==> config.mk <==
export PLATFORM = sky130hd
export DESIGN_NAME = wbc_burst_ctrl
export DESIGN_NICKNAME = d
export VERILOG_FILES = /design/src/verilog/wbc_pkg.sv /design/src/verilog/wbc_sync.sv /design/src/verilog/wbc_dcount.sv /design/src/verilog/wbc_burst_ctrl.sv
export SDC_FILE = /design/constraint.sdc
export NUM_CORES = 2
export LEC_CHECK = 0
export BUFFER_PORTS_ARGS = -buffer_cell sky130_fd_sc_hd__buf_4
export CAP_MARGIN = 20
export CORE_MARGIN = 2
export CORE_UTILIZATION = 30
export CTS_CLUSTER_SIZE = 30
export DETAILED_ROUTE_END_ITERATION = 10
export REMOVE_ABC_BUFFERS = 1
export SLEW_MARGIN = 10
export SYNTH_ARGS = -nofsm -noshare
export SYNTH_HDL_FRONTEND = slang
export SYNTH_SLANG_ARGS = --single-unit
==> constraint.sdc <==
create_clock -name ref_clk -period 30 [get_ports ref_clk]
set_input_delay 6 -clock ref_clk [delete_from_list [all_inputs] [get_ports ref_clk]]
set_output_delay 6 -clock ref_clk [all_outputs]
set_load 0.03 [all_outputs]
==> src/verilog/wbc_pkg.sv <==
// shared constants, register map and field layout of the waveform burst controller
// assumes a single 100 MHz ref_clk and a plain address/strobe register port
package wbc_pkg;

  // ==========================================================================
  // timing
  // ==========================================================================
  localparam int CLK_PERIOD_NS = 10;
  localparam int NS_PER_US = 1000;
  localparam int CYC_PER_US = NS_PER_US / CLK_PERIOD_NS;
  localparam int GAP_NS = 200;
  localparam int GAP_CYC = (GAP_NS + CLK_PERIOD_NS - 1) / CLK_PERIOD_NS;

  // ==========================================================================
  // widths
  // ==========================================================================
  localparam int ADDR_W = 8;
  localparam int DATA_W = 32;
  localparam int ACC_W = 48;
  localparam int CYC_W = 20;
  localparam int PER_CLK_W = 36;

  // ==========================================================================
  // register offsets
  // ==========================================================================
  localparam logic [ADDR_W-1:0] OFS_CTRL = 8'h00;
  localparam logic [ADDR_W-1:0] OFS_CYCLES = 8'h04;
  localparam logic [ADDR_W-1:0] OFS_PERIOD = 8'h08;
  localparam logic [ADDR_W-1:0] OFS_PHASE = 8'h0c;
  localparam logic [ADDR_W-1:0] OFS_FREQ_LO = 8'h10;
  localparam logic [ADDR_W-1:0] OFS_FREQ_HI = 8'h14;
  localparam logic [ADDR_W-1:0] OFS_DELAY = 8'h18;
  localparam logic [ADDR_W-1:0] OFS_TRIG = 8'h1c;
  localparam logic [ADDR_W-1:0] OFS_STATUS = 8'h20;

  // ==========================================================================
  // field positions
  // ==========================================================================
  localparam int CTRL_EN_BIT = 0;
  localparam int CTRL_GATED_BIT = 1;
  localparam int CTRL_SRC_LSB = 2;
  localparam int CTRL_POL_BIT = 4;
  localparam int CTRL_SLOPE_BIT = 5;
  localparam int CTRL_SWEEP_BIT = 6;
  localparam int CTRL_MOD_BIT = 7;
  localparam int CTRL_SHAPE_LSB = 8;
  localparam int CYC_INF_BIT = 31;
  localparam int TRIG_BUS_BIT = 0;

  // ==========================================================================
  // limits and reset values
  // ==========================================================================
  localparam logic [CYC_W-1:0] CYC_MIN = 20'h00001;
  localparam logic [CYC_W-1:0] CYC_MAX = 20'hf4240;
  localparam logic [CYC_W-1:0] CYC_DEF = 20'h00001;
  localparam logic [31:0] PER_MIN_US = 32'h00000001;
  localparam logic [31:0] PER_MAX_US = 32'h1dcd6500;
  localparam logic [31:0] PER_DEF_US = 32'h00002710;
  localparam logic signed [31:0] PHASE_MAX_DEG = 32'sh00000168;
  localparam logic [31:0] DELAY_DEF = 32'h00000000;
  localparam logic [63:0] ACC_SPAN = 64'h0001_0000_0000_0000;
  // phase increments per clock for the frequency limits and the default frequency, then the phase of one degree
  localparam logic [ACC_W-1:0] INC_MIN = ACC_W'((ACC_SPAN + 64'hba43b73ff) / 64'hba43b7400);
  localparam logic [ACC_W-1:0] INC_MAX = ACC_W'((ACC_SPAN * 64'h4) / 64'h5);
  localparam logic [ACC_W-1:0] INC_RAMP_MAX = ACC_W'(ACC_SPAN / 64'h64);
  localparam logic [ACC_W-1:0] INC_ARB_MAX = ACC_W'(ACC_SPAN / 64'h4);
  localparam logic [ACC_W-1:0] INC_DEF = ACC_W'(ACC_SPAN / 64'h186a0);
  localparam logic [ACC_W-1:0] PH_PER_DEG = ACC_W'(ACC_SPAN / 64'h168);

  // ==========================================================================
  // enumerations
  // ==========================================================================
  typedef enum logic [1:0] {SRC_INT, SRC_EXT, SRC_BUS, SRC_BUS2} wbc_src_e;
  typedef enum logic [2:0] {SH_SINE, SH_SQUARE, SH_RAMP, SH_PULSE, SH_ARB, SH_NOISE, SH_DC, SH_BAD} wbc_shape_e;
  typedef enum logic [1:0] {ST_IDLE, ST_DELAY, ST_RUN} wbc_state_e;

endpackage

==> src/verilog/wbc_sync.sv <==
// two-stage synchroniser for the rear trigger/gate input
// assumes the input is asynchronous to ref_clk
`timescale 1ns/10ps
module wbc_sync
  import wbc_pkg::*;
(
  input wire logic ref_clk,
  input wire logic rst_b,
  input wire logic async_in,
  output logic sync_out
);

  typedef struct packed {
    logic stage2;
    logic stage1;
  } wbc_sync_s;

  wbc_sync_s s_ff;
  wbc_sync_s nxt_s;

  // ==========================================================================
  // stage one is read only by stage two
  // ==========================================================================
  always_comb
  begin
    nxt_s.stage1 = async_in;
    nxt_s.stage2 = s_ff.stage1;
  end

  always_ff @(posedge ref_clk)
  begin
    if (!rst_b)
      s_ff <= '0;
    else
      s_ff <= nxt_s;
  end

  assign sync_out = s_ff.stage2;

endmodule

==> src/verilog/wbc_dcount.sv <==
// loadable down counter that stops at zero
// assumes load has priority over counting
`timescale 1ns/10ps
module wbc_dcount
  import wbc_pkg::*;
#(
  parameter int W = 32
)
(
  input wire logic ref_clk,
  input wire logic rst_b,
  input wire logic load,
  input wire logic [W-1:0] load_val,
  output logic zero
);

  typedef struct packed {
    logic [W-1:0] cnt;
  } wbc_dcount_s;

  wbc_dcount_s s_ff;
  wbc_dcount_s nxt_s;

  always_comb
  begin
    nxt_s = s_ff;
    if (load)
      nxt_s.cnt = load_val;
    else if (s_ff.cnt != '0)
      nxt_s.cnt = s_ff.cnt - W'(1);
  end

  always_ff @(posedge ref_clk)
  begin
    if (!rst_b)
      s_ff <= '0;
    else
      s_ff <= nxt_s;
  end

  assign zero = (s_ff.cnt == '0);

endmodule

==> src/verilog/wbc_burst_ctrl.sv <==
// burst controller: triggered and gated bursts driving a phase accumulator
// assumes synchronous register strobes and an asynchronous rear trigger/gate pin
//
// How it works
// - burst enable clears sweep and modulation
// - noise only gated, dc never bursts
// - triggered: exact cycle count, then halt
// - gated: waveform runs while gate asserted
// - gate drop: finish cycle, hold start phase
// - noise gated: stop at once on drop
// - gated ignores count, period, trigger source (the infinite count bit still sets the sine/square cap)
// - gated mode drops manual triggers silently
// - gate polarity normal or gate_active_low, normal default
// - frequency 2 mHz..80 MHz, ramp/arb caps
// - sine/square above 25 MHz need infinite
// - count 1..1000000 or infinite, default 1
// - internal trigger repeats every burst period (a nonzero delay adds the delay plus one clock)
// - long count stretches period, frequency kept
// - count written in gated mode kept
// - period 1 us..500 s, default 10 ms
// - period exceeds burst length plus 200 ns
// - start phase -360..+360, used every burst
// - phase ignored for pulse and noise
// - one burst per edge, ignore while busy
// - programmable delay before triggered burst
// - reset: triggered mode, internal source
//
// Our own choices: strobed register access and the register offsets.
`timescale 1ns/10ps
module wbc_burst_ctrl
  import wbc_pkg::*;
#(
  parameter int US_CYC = CYC_PER_US
)
(
  input wire logic ref_clk,
  input wire logic rst_b,
  input wire logic [ADDR_W-1:0] addr,
  input wire logic [DATA_W-1:0] wr_data,
  input wire logic wr_en,
  input wire logic rd_en,
  output logic [DATA_W-1:0] rd_data,
  input wire logic trig_gate_in,
  output logic [ACC_W-1:0] phase_word,
  output logic wave_run,
  output logic burst_hold,
  output logic sweep_enable,
  output logic mod_enable
);

  typedef struct packed {
    logic en;
    logic gated;
    logic pol;
    logic slope;
    logic sweep;
    logic modu;
    wbc_src_e src;
    wbc_shape_e shape;
    logic cyc_inf;
    logic [CYC_W-1:0] cyc_cnt;
    logic [31:0] per_us;
    logic [9:0] phase;
    logic [ACC_W-1:0] freq;
    logic [31:0] delay;
    wbc_state_e st;
    logic [ACC_W-1:0] rel;
    logic [CYC_W-1:0] done_cnt;
    logic [7:0] gap;
    logic trg_prev;
    logic [ACC_W-1:0] phase_word;
    logic wave_run;
    logic [DATA_W-1:0] rd_data;
  } wbc_core_s;

  wbc_core_s s_ff;
  wbc_core_s nxt_s;

  logic trg_s;
  logic per_zero;
  logic dly_zero;
  logic per_load;
  logic dly_load;
  logic [PER_CLK_W-1:0] per_clk;
  logic [ACC_W-1:0] inc;
  logic [ACC_W-1:0] inc_cap;
  logic [ACC_W-1:0] ph_off;
  logic [9:0] ph_deg;
  logic [ACC_W:0] acc_sum;
  logic wrap;
  logic cfg_ok;
  logic active;
  logic gate_on;
  logic ext_edge;
  logic bus_trig;
  logic trig_req;
  logic last_cycle;
  logic noise;

  // ==========================================================================
  // input synchroniser and counters
  // ==========================================================================
  wbc_sync u_sync (
    .ref_clk(ref_clk),
    .rst_b(rst_b),
    .async_in(trig_gate_in),
    .sync_out(trg_s)
  );

  wbc_dcount #(.W(PER_CLK_W)) u_period (
    .ref_clk(ref_clk),
    .rst_b(rst_b),
    .load(per_load),
    .load_val(per_clk - PER_CLK_W'(1)),
    .zero(per_zero)
  );

  wbc_dcount #(.W(32)) u_delay (
    .ref_clk(ref_clk),
    .rst_b(rst_b),
    .load(dly_load),
    .load_val(s_ff.delay),
    .zero(dly_zero)
  );

  // ==========================================================================
  // decoded configuration
  // ==========================================================================
  always_comb
  begin
    noise = (s_ff.shape == SH_NOISE);
    cfg_ok = (s_ff.shape <= SH_ARB) || (noise && s_ff.gated);
    active = s_ff.en && cfg_ok;
    gate_on = trg_s ^ s_ff.pol;
    ext_edge = s_ff.slope ? (s_ff.trg_prev && !trg_s) : (!s_ff.trg_prev && trg_s);
    bus_trig = wr_en && (addr == OFS_TRIG) && wr_data[TRIG_BUS_BIT];
    per_clk = PER_CLK_W'(s_ff.per_us) * PER_CLK_W'(US_CYC);
    // frequency cap follows the shape and the count setting
    if (s_ff.shape == SH_RAMP)
      inc_cap = INC_RAMP_MAX;
    else if (s_ff.shape == SH_ARB)
      inc_cap = INC_ARB_MAX;
    else if ((s_ff.shape == SH_SINE || s_ff.shape == SH_SQUARE) && !s_ff.cyc_inf)
      inc_cap = INC_ARB_MAX;
    else
      inc_cap = INC_MAX;
    if (s_ff.freq < INC_MIN)
      inc = INC_MIN;
    else if (s_ff.freq > inc_cap)
      inc = inc_cap;
    else
      inc = s_ff.freq;
    // phase in degrees folded into 0..359
    ph_deg = s_ff.phase[9] ? s_ff.phase + 10'(PHASE_MAX_DEG) : s_ff.phase;
    if (ph_deg == 10'(PHASE_MAX_DEG))
      ph_deg = '0;
    if (s_ff.shape == SH_PULSE || noise)
      ph_off = '0;
    else
      ph_off = ACC_W'(ph_deg * PH_PER_DEG);
    acc_sum = {1'b0, s_ff.rel} + {1'b0, inc};
    wrap = acc_sum[ACC_W];
    last_cycle = !s_ff.cyc_inf && ((s_ff.done_cnt + CYC_W'(1)) == s_ff.cyc_cnt);
    // internal triggering also waits out the minimum idle gap
    unique case (s_ff.src)
      SRC_INT: trig_req = per_zero && (s_ff.gap >= 8'(GAP_CYC));
      SRC_EXT: trig_req = ext_edge || bus_trig;
      SRC_BUS, SRC_BUS2: trig_req = bus_trig;
    endcase
  end

  // ==========================================================================
  // registers, burst sequencer and read port
  // ==========================================================================
  always_comb
  begin
    nxt_s = s_ff;
    per_load = 1'b0;
    dly_load = 1'b0;
    nxt_s.trg_prev = trg_s;
    nxt_s.rd_data = '0;
    if (wr_en)
    begin
      case (addr)
        OFS_CTRL:
        begin
          nxt_s.en = wr_data[CTRL_EN_BIT];
          nxt_s.gated = wr_data[CTRL_GATED_BIT];
          nxt_s.src = wbc_src_e'(wr_data[CTRL_SRC_LSB +: 2]);
          nxt_s.pol = wr_data[CTRL_POL_BIT];
          nxt_s.slope = wr_data[CTRL_SLOPE_BIT];
          nxt_s.shape = wbc_shape_e'(wr_data[CTRL_SHAPE_LSB +: 3]);
          nxt_s.sweep = wr_data[CTRL_SWEEP_BIT] && !wr_data[CTRL_EN_BIT];
          nxt_s.modu = wr_data[CTRL_MOD_BIT] && !wr_data[CTRL_EN_BIT];
        end
        OFS_CYCLES:
        begin
          // stored in any mode; only the triggered path reads the count, the infinite bit also sets the frequency cap
          nxt_s.cyc_inf = wr_data[CYC_INF_BIT];
          if (wr_data[30:0] == '0)
            nxt_s.cyc_cnt = CYC_MIN;
          else if (wr_data[30:0] > 31'(CYC_MAX))
            nxt_s.cyc_cnt = CYC_MAX;
          else
            nxt_s.cyc_cnt = wr_data[CYC_W-1:0];
        end
        OFS_PERIOD:
        begin
          if (wr_data < PER_MIN_US)
            nxt_s.per_us = PER_MIN_US;
          else if (wr_data > PER_MAX_US)
            nxt_s.per_us = PER_MAX_US;
          else
            nxt_s.per_us = wr_data;
        end
        OFS_PHASE:
        begin
          if ($signed(wr_data) > PHASE_MAX_DEG)
            nxt_s.phase = 10'(PHASE_MAX_DEG);
          else if ($signed(wr_data) < -PHASE_MAX_DEG)
            nxt_s.phase = 10'(-PHASE_MAX_DEG);
          else
            nxt_s.phase = wr_data[9:0];
        end
        OFS_FREQ_LO: nxt_s.freq[31:0] = wr_data;
        OFS_FREQ_HI: nxt_s.freq[ACC_W-1:32] = wr_data[ACC_W-33:0];
        OFS_DELAY: nxt_s.delay = wr_data;
        default: ;
      endcase
    end
    if (rd_en)
    begin
      case (addr)
        OFS_CTRL: nxt_s.rd_data = DATA_W'({s_ff.shape, s_ff.modu, s_ff.sweep, s_ff.slope, s_ff.pol, s_ff.src,
          s_ff.gated, s_ff.en});
        OFS_CYCLES: nxt_s.rd_data = {s_ff.cyc_inf, 11'h000, s_ff.cyc_cnt};
        OFS_PERIOD: nxt_s.rd_data = s_ff.per_us;
        OFS_PHASE: nxt_s.rd_data = DATA_W'($signed(s_ff.phase));
        OFS_FREQ_LO: nxt_s.rd_data = s_ff.freq[31:0];
        OFS_FREQ_HI: nxt_s.rd_data = DATA_W'(s_ff.freq[ACC_W-1:32]);
        OFS_DELAY: nxt_s.rd_data = s_ff.delay;
        OFS_STATUS: nxt_s.rd_data = DATA_W'({gate_on, per_zero && s_ff.st != ST_IDLE, s_ff.en && !cfg_ok,
          s_ff.st == ST_RUN, s_ff.st == ST_DELAY, s_ff.st == ST_IDLE});
        default: nxt_s.rd_data = '0;
      endcase
    end
    // idle gap since the last burst ended, saturating
    if (s_ff.st == ST_IDLE && s_ff.gap < 8'(GAP_CYC))
      nxt_s.gap = s_ff.gap + 8'h01;
    unique case (s_ff.st)
      ST_IDLE:
      begin
        nxt_s.rel = '0;
        nxt_s.done_cnt = '0;
        if (active && s_ff.gated)
        begin
          if (gate_on)
            nxt_s.st = ST_RUN;
        end
        else if (active && trig_req)
        begin
          if (s_ff.delay == '0)
          begin
            nxt_s.st = ST_RUN;
            // only the internal source paces bursts; a stale long count would block it later
            per_load = (s_ff.src == SRC_INT);
          end
          else
          begin
            nxt_s.st = ST_DELAY;
            dly_load = 1'b1;
          end
        end
      end
      ST_DELAY:
      begin
        // triggers arriving here are dropped
        if (!active || s_ff.gated)
          nxt_s.st = ST_IDLE;
        else if (dly_zero)
        begin
          nxt_s.st = ST_RUN;
          per_load = (s_ff.src == SRC_INT);
        end
      end
      ST_RUN:
      begin
        nxt_s.gap = '0;
        nxt_s.rel = acc_sum[ACC_W-1:0];
        if (wrap)
          nxt_s.done_cnt = s_ff.done_cnt + CYC_W'(1);
        if (!active)
          nxt_s.st = ST_IDLE;
        else if (s_ff.gated && noise && !gate_on)
          nxt_s.st = ST_IDLE;
        else if (s_ff.gated && wrap && !gate_on)
          nxt_s.st = ST_IDLE;
        else if (!s_ff.gated && wrap && last_cycle)
          nxt_s.st = ST_IDLE;
        if (nxt_s.st == ST_IDLE)
          nxt_s.rel = '0;
      end
      default: nxt_s.st = ST_IDLE;
    endcase
    nxt_s.phase_word = nxt_s.rel + ph_off;
    nxt_s.wave_run = (nxt_s.st == ST_RUN);
  end

  always_ff @(posedge ref_clk)
  begin
    if (!rst_b)
    begin
      s_ff <= '0;
      s_ff.src <= SRC_INT;
      s_ff.gated <= 1'b0;
      s_ff.shape <= SH_SINE;
      s_ff.cyc_cnt <= CYC_DEF;
      s_ff.per_us <= PER_DEF_US;
      s_ff.freq <= INC_DEF;
      s_ff.delay <= DELAY_DEF;
      s_ff.st <= ST_IDLE;
    end
    else
      s_ff <= nxt_s;
  end

  assign rd_data = s_ff.rd_data;
  assign phase_word = s_ff.phase_word;
  assign wave_run = s_ff.wave_run;
  assign burst_hold = s_ff.en && !s_ff.wave_run;
  assign sweep_enable = s_ff.sweep;
  assign mod_enable = s_ff.modu;

  // ==========================================================================
  // checks
  // ==========================================================================
  logic [7:0] low_cnt_ff;

  always_ff @(posedge ref_clk)
  begin
    if (!rst_b)
      low_cnt_ff <= '0;
    else if (s_ff.wave_run)
      low_cnt_ff <= '0;
    else if (low_cnt_ff != 8'hff)
      low_cnt_ff <= low_cnt_ff + 8'h01;
  end
endmodule

# Yosys cells after proc, flatten, opt, wreduce, memory -nomap -nowiden
# Cells that the tools add are included.
dict set report classes {
  n_lt_le_gt_ge 10
  bitwise 2
  add_sub_neg 8
  mux 46
  n_reduce_logical 62
  eq_ne 22
  n_mul 2
}
# operator count
set op_table {}
lappend op_table {{$mux W48} 7}
lappend op_table {{$pmux W32 S8} 1}
lappend op_table {{$pmux W68 S2} 1}
lappend op_table {{$mux W32} 4}
lappend op_table {{$mux W36} 2}
lappend op_table {{$sub A36 B1 Y36 const B} 2}
lappend op_table {{$logic_not A32 Y1} 2}
lappend op_table {{$mux W20} 3}
lappend op_table {{$add A48 B48 Y49} 1}
lappend op_table {{$add A48 B48 Y48} 1}
lappend op_table {{$gt A48 B48 Y1} 1}
lappend op_table {{$lt A48 B13 Y1 const B} 1}
lappend op_table {{$mul A10 B40 Y48 const B} 1}
lappend op_table {{$mux W10} 4}
lappend op_table {{$logic_not A36 Y1} 1}
lappend op_table {{$reduce_bool A36 Y1} 1}
lappend op_table {{$mul A32 B5 Y34 const B} 1}
lappend op_table {{$eq A8 B5 Y1 const B} 4}
lappend op_table {{$gt A32 B10 Y1 const B} 1}
lappend op_table {{$gt A32 B29 Y1 const B} 1}
lappend op_table {{$lt A32 B1 Y1 const B} 1}
lappend op_table {{$lt A32 B10 Y1 const B} 1}
lappend op_table {{$reduce_bool A32 Y1} 1}
lappend op_table {{$sub A32 B1 Y32 const B} 1}
lappend op_table {{other kinds (35)} 108}
dict set report totals {
  output_inout_bits 84
  word_cells 179
  in_bits 45
  reg_bits 384
}

# Logic depth before layout (Yosys ltp)
dict set report depth {
  depth_word 21
  mapped_depth 46
  depth_no_buf 42
}

# Cells and area by module
# From an unflattened synthesis, not the netlist that was laid out.
dict set report hier_totals {
  cells_unflattened 3937
  area_unflattened_um2 30910.9
}
# mod seq_area_each_um2 instances area_each_um2 cells_each
set modules_own_cells {}
lappend modules_own_cells {wbc_burst_ctrl 6286.0 1 27086.0 3478}
lappend modules_own_cells {{wbc_dcount (u_period)} 720.7 1 2079.5 250}
lappend modules_own_cells {{wbc_dcount (u_delay)} 640.6 1 1692.9 205}
lappend modules_own_cells {wbc_sync 40.0 1 52.6 4}

# Least setup slack after synthesis
# Ideal clock, no wire load.
dict set report synth_path {
  path_kind {register to register}
  start {register s_ff[305] (netlist name)}
  end {register s_ff (netlist bit phase_word[44])}
  stages_incl_launch_ff 47
  required_time_ns 29.866
  arrival_ns 10.082
  path_slack_ns 19.784
  setup_ns 0.134
  synth_period_minus_slack_ns 10.216
  path_buffers 4
  path_cell_list {dfxtp_1 clkbuf_1 mux2i_1 and2_1 clkbuf_1 inv_1 nand2_1 ha_1 nor2b_1 o21ai_0 nand3b_1 maj3_1 a21oi_1 o221a_2 o221ai_1 a21oi_1 a41oi_1 clkbuf_1 [... 11 more ...] o21ai_1 a31oi_1 nor2_1 clkbuf_1 a22o_1 ha_1 fa_1 a21o_1 a21oi_1 o21bai_1 a2111oi_0 nor3_1 a211oi_1 o21ai_0 a31oi_1 o21ai_0 mux2i_1 or4_1}
}
# element line
set synth_rtl {}
lappend synth_rtl {{start: declaration} wbc_burst_ctrl.sv:76} ;# wbc_core_s s_ff;
lappend synth_rtl {{start signal: assignment} wbc_burst_ctrl.sv:324} ;# s_ff <= nxt_s;

==> impl_metrics.yaml <==
clock_tree:
  htreeDepth: 2
  clock_tree.root_cell: "clkbuf_16"
  cts_max_path_buffers: 3
  ctsHoldBuffers: 0
  ctsResizeCount: 0
  clkTransAtPathRegs_ns: 0.07
  numCtsBuffers: 46
  cts_tree: "done"
  clock_latency_ns: 0.63
  cts_setup_buffers: 0
  numClockSinks: 384
logic_synthesis:
  yosysUniqueCellTypes: 84
  synth_seq_cells: 384
  synthFlopType: "dfxtp_1"
  ys_warn_count: 0
  synthTopCellsByCount: "384 x dfxtp_1, 380 x a21oi_1, 374 x nand2_1, 353 x nor2_1, 306 x inv_1"
  syn_area_sq_um: 31300
  synth.area.top_cells: "dfxtp_1 25%, ha_1 12%, a21oi_1 6.1%, xnor2_1 4.6%, nand2_1 4.5%"
  synth_top_cell_by_area: "dfxtp_1"
  yosysMostFrequentCell: "dfxtp_1"
  synth_top_area_frac: 0.246
  synth.avg_cell_area_sq_um: 7.72
  ys_seq_area_frac: 0.246
  synth-edff-count: 0
  synthArstFlopShare: 0
  synth_cells: 4052
timing:
  fin_crit_sh: 0.419
  fmax_ghz: 0.0795
  maxSlewHeadroom: 0.290
  setup_viol: 0
  hold_violations: 0
  final_max_slew_viol_count: 0
  setup_tns_ns: 0
  worst_pin_slew_ns: 1.04
  finalCriticalPeriod_ns: 12.58
  grt_setup_unrepaired: "no"
  whs_ns: 0.437
  skew_ns: 0.0403
floorplan:
  die_area_sq_um: 107000
  die_y_um: 327
  dieWidth_um: 327
  rows: 118
  start_util: 0.302
  core-area_sq_um: 103000
  io_pins: 129
power:
  ir_worst_vdd_mv: 0.0733
  leakagePower_nw: 15.2
  cellPowerDensity_nw_per_um2: 45.2
critical_path:
  crit_family: "compound AO/OA/AOI/OAI gates"
  regToRegSetupSlack_ns: 17.42
  slowest_stage: "a2111oi_0"
  startpoint: "s_ff[305]"
  critical_path_buf_inv_count: 5
  reg2reg_from: "s_ff[305]"
  max_stage_delay_ns: 0.93
  worstSetupStartpointType: "flop"
  r2r_cells: 45
  critical_path_class: "flop to flop"
  crit_fanout: 49
  rr_endpoint: "phase_word[44]"
  worstPathRequired_ns: 30.50
  end_kind: "flop"
  cp_data_arrival_time_ns: 13.08
  endpoint: "phase_word[44]"
  cp_num_cells: 45
global_route:
  grt_pass1_vias: 27273
  antenna_found_initial: 2
  grt-ovfl-total: 0
  grt_pass1_wl_um: 164000
  grt_max_degree: 82
  grtUsageTotal: 0.195
routing:
  drtAntennaViolNets: 0
  dr_total_vias: 29037
  wl_per_cell_um: 19.8
  vias_per_cell: 5.39
  first_iter_violations: 2355
  drc_errors: 0
  dr.pass1.iters: 7
  drt_wl_total_um: 107000
cells_and_area:
  syn_to_final_growth_pct: 10.6
  num_antenna_cells: 0
  layout.nets: 4388
  layout-drive-gt1-share: 0.0748
place:
  place.gp.congestion: 0.976
  post-dp-hpwl_um: 81900
  port_buffers: 128
min_path:
  hp-class: "flop to flop"
run_status:
  status: "finished, final reports clean"
job:
  cap_violations: 0
==> through the flow <==
stage / instances / utilization / setup WS (ns) / power (mW) / area [sq um]
after floorplan: 3767 / - / 17.61 / 0.866 / 29900
after global placement: 5307 / 0.318 / 17.62 / 0.946 / 32900
after detailed placement: 5308 / 0.318 / 17.51 / 0.951 / 32900
after CTS: 5388 / 0.334 / 17.47 / 1.58 / 34600
after global routing: 5389 / 0.334 / 16.52 / 1.65 / 34600
final: 5389 / 0.334 / 17.42 / 1.56 / 34600
==> sequential cells by signal, indices dropped and copies added (netlist names) <==
signal	count
sweep_enable	1
u_delay.s_ff	32
u_sync.nxt_s	1
mod_enable	1
u_period.s_ff	36
wave_run	1
u_sync.sync_out	1
phase_word	48
s_ff	231
rd_data	32
==> how the worst min path moves through the flow <==
stage	start	to	slack, ns	cells after the start
floorplan	u_sync.nxt_s[1]	u_sync.sync_out	0.41	1
global placement	u_sync.nxt_s[1]	u_sync.sync_out	0.43	1
detailed placement	u_sync.nxt_s[1]	u_sync.sync_out	0.43	1
CTS	u_sync.nxt_s[1]	u_sync.sync_out	0.44	1
global route	u_sync.nxt_s[1]	u_sync.sync_out	0.46	1
finish	u_sync.nxt_s[1]	u_sync.sync_out	0.44	1
==> final cells by class <==
cell class | instances | area (sq um)
Clock inverter | 22 | 394
Timing Repair Buffer | 162 | 1240
Inverter | 306 | 1150
Tap cell | 1380 | 1730
Fill cell | 10915 | 68900
Clock buffer | 58 | 1260
Multi-Input combinational cell | 3077 | 21100
Sequential cell | 384 | 7690
==> cell usage in the layout, fill, tap and decap left out, types with 41 or more instances in the layout <==
cell / n
dfxtp_1: 383
a21oi_1: 380
nand2_1: 374
nor2_1: 349
inv_1: 305
ha_1: 305
xnor2_1: 165
buf_4: 160
o21ai_0: 155
nor3_1: 112
a21o_1: 101
xor2_1: 93
nand3_1: 87
and2_1: 79
a22oi_1: 71
fa_1: 61
nor4_1: 60
a31oi_1: 53
nand2b_1: 51
clkbuf_16: 46
a211oi_1: 45
nand4_1: 42
nor2b_1: 41
==> cells by family after synthesis <==
logic type	after synthesis	share of synthesized area
AO/OA/AOI/OAI	1072	0.222
flip-flops	384	0.246
multiplexers	17	0.00560
buffers and inverters	591	0.0813
adder cells (fa/ha/maj)	368	0.162
XOR/XNOR	258	0.0722
AND/OR/NAND/NOR	1362	0.211
==> worst register-to-register path, delay by kind of cell (launching register included) <==
kind | cells | cell delay (ns)
buffers and inverters | 5 | 1.00
DFF | 1 | 0.48
and+or+nand+nor | 12 | 3.01
AOI/OAI and AO/OA | 20 | 5.62
adders and majority gates | 6 | 1.90
muxes | 2 | 0.44
==> power by group <==
group / switching [mW] / internal (mW) / leakage (nW)
registers: 0.0408 / 0.553 / 3.10
clock network: 0.251 / 0.368 / 0.796
logic: 0.203 / 0.147 / 11.3
==> per-layer routing <==
metal | wire length [um] | vias up | GRT usage
met5 | 12 | - | 0
met4 | 3580 | 2 | 0.0633
met3 | 7320 | 163 | 0.0262
met2 | 49000 | 966 | 0.319
met1 | 46800 | 13852 | 0.264
li1 | - | 14054 | -
Power figures use the tool's default switching activity.
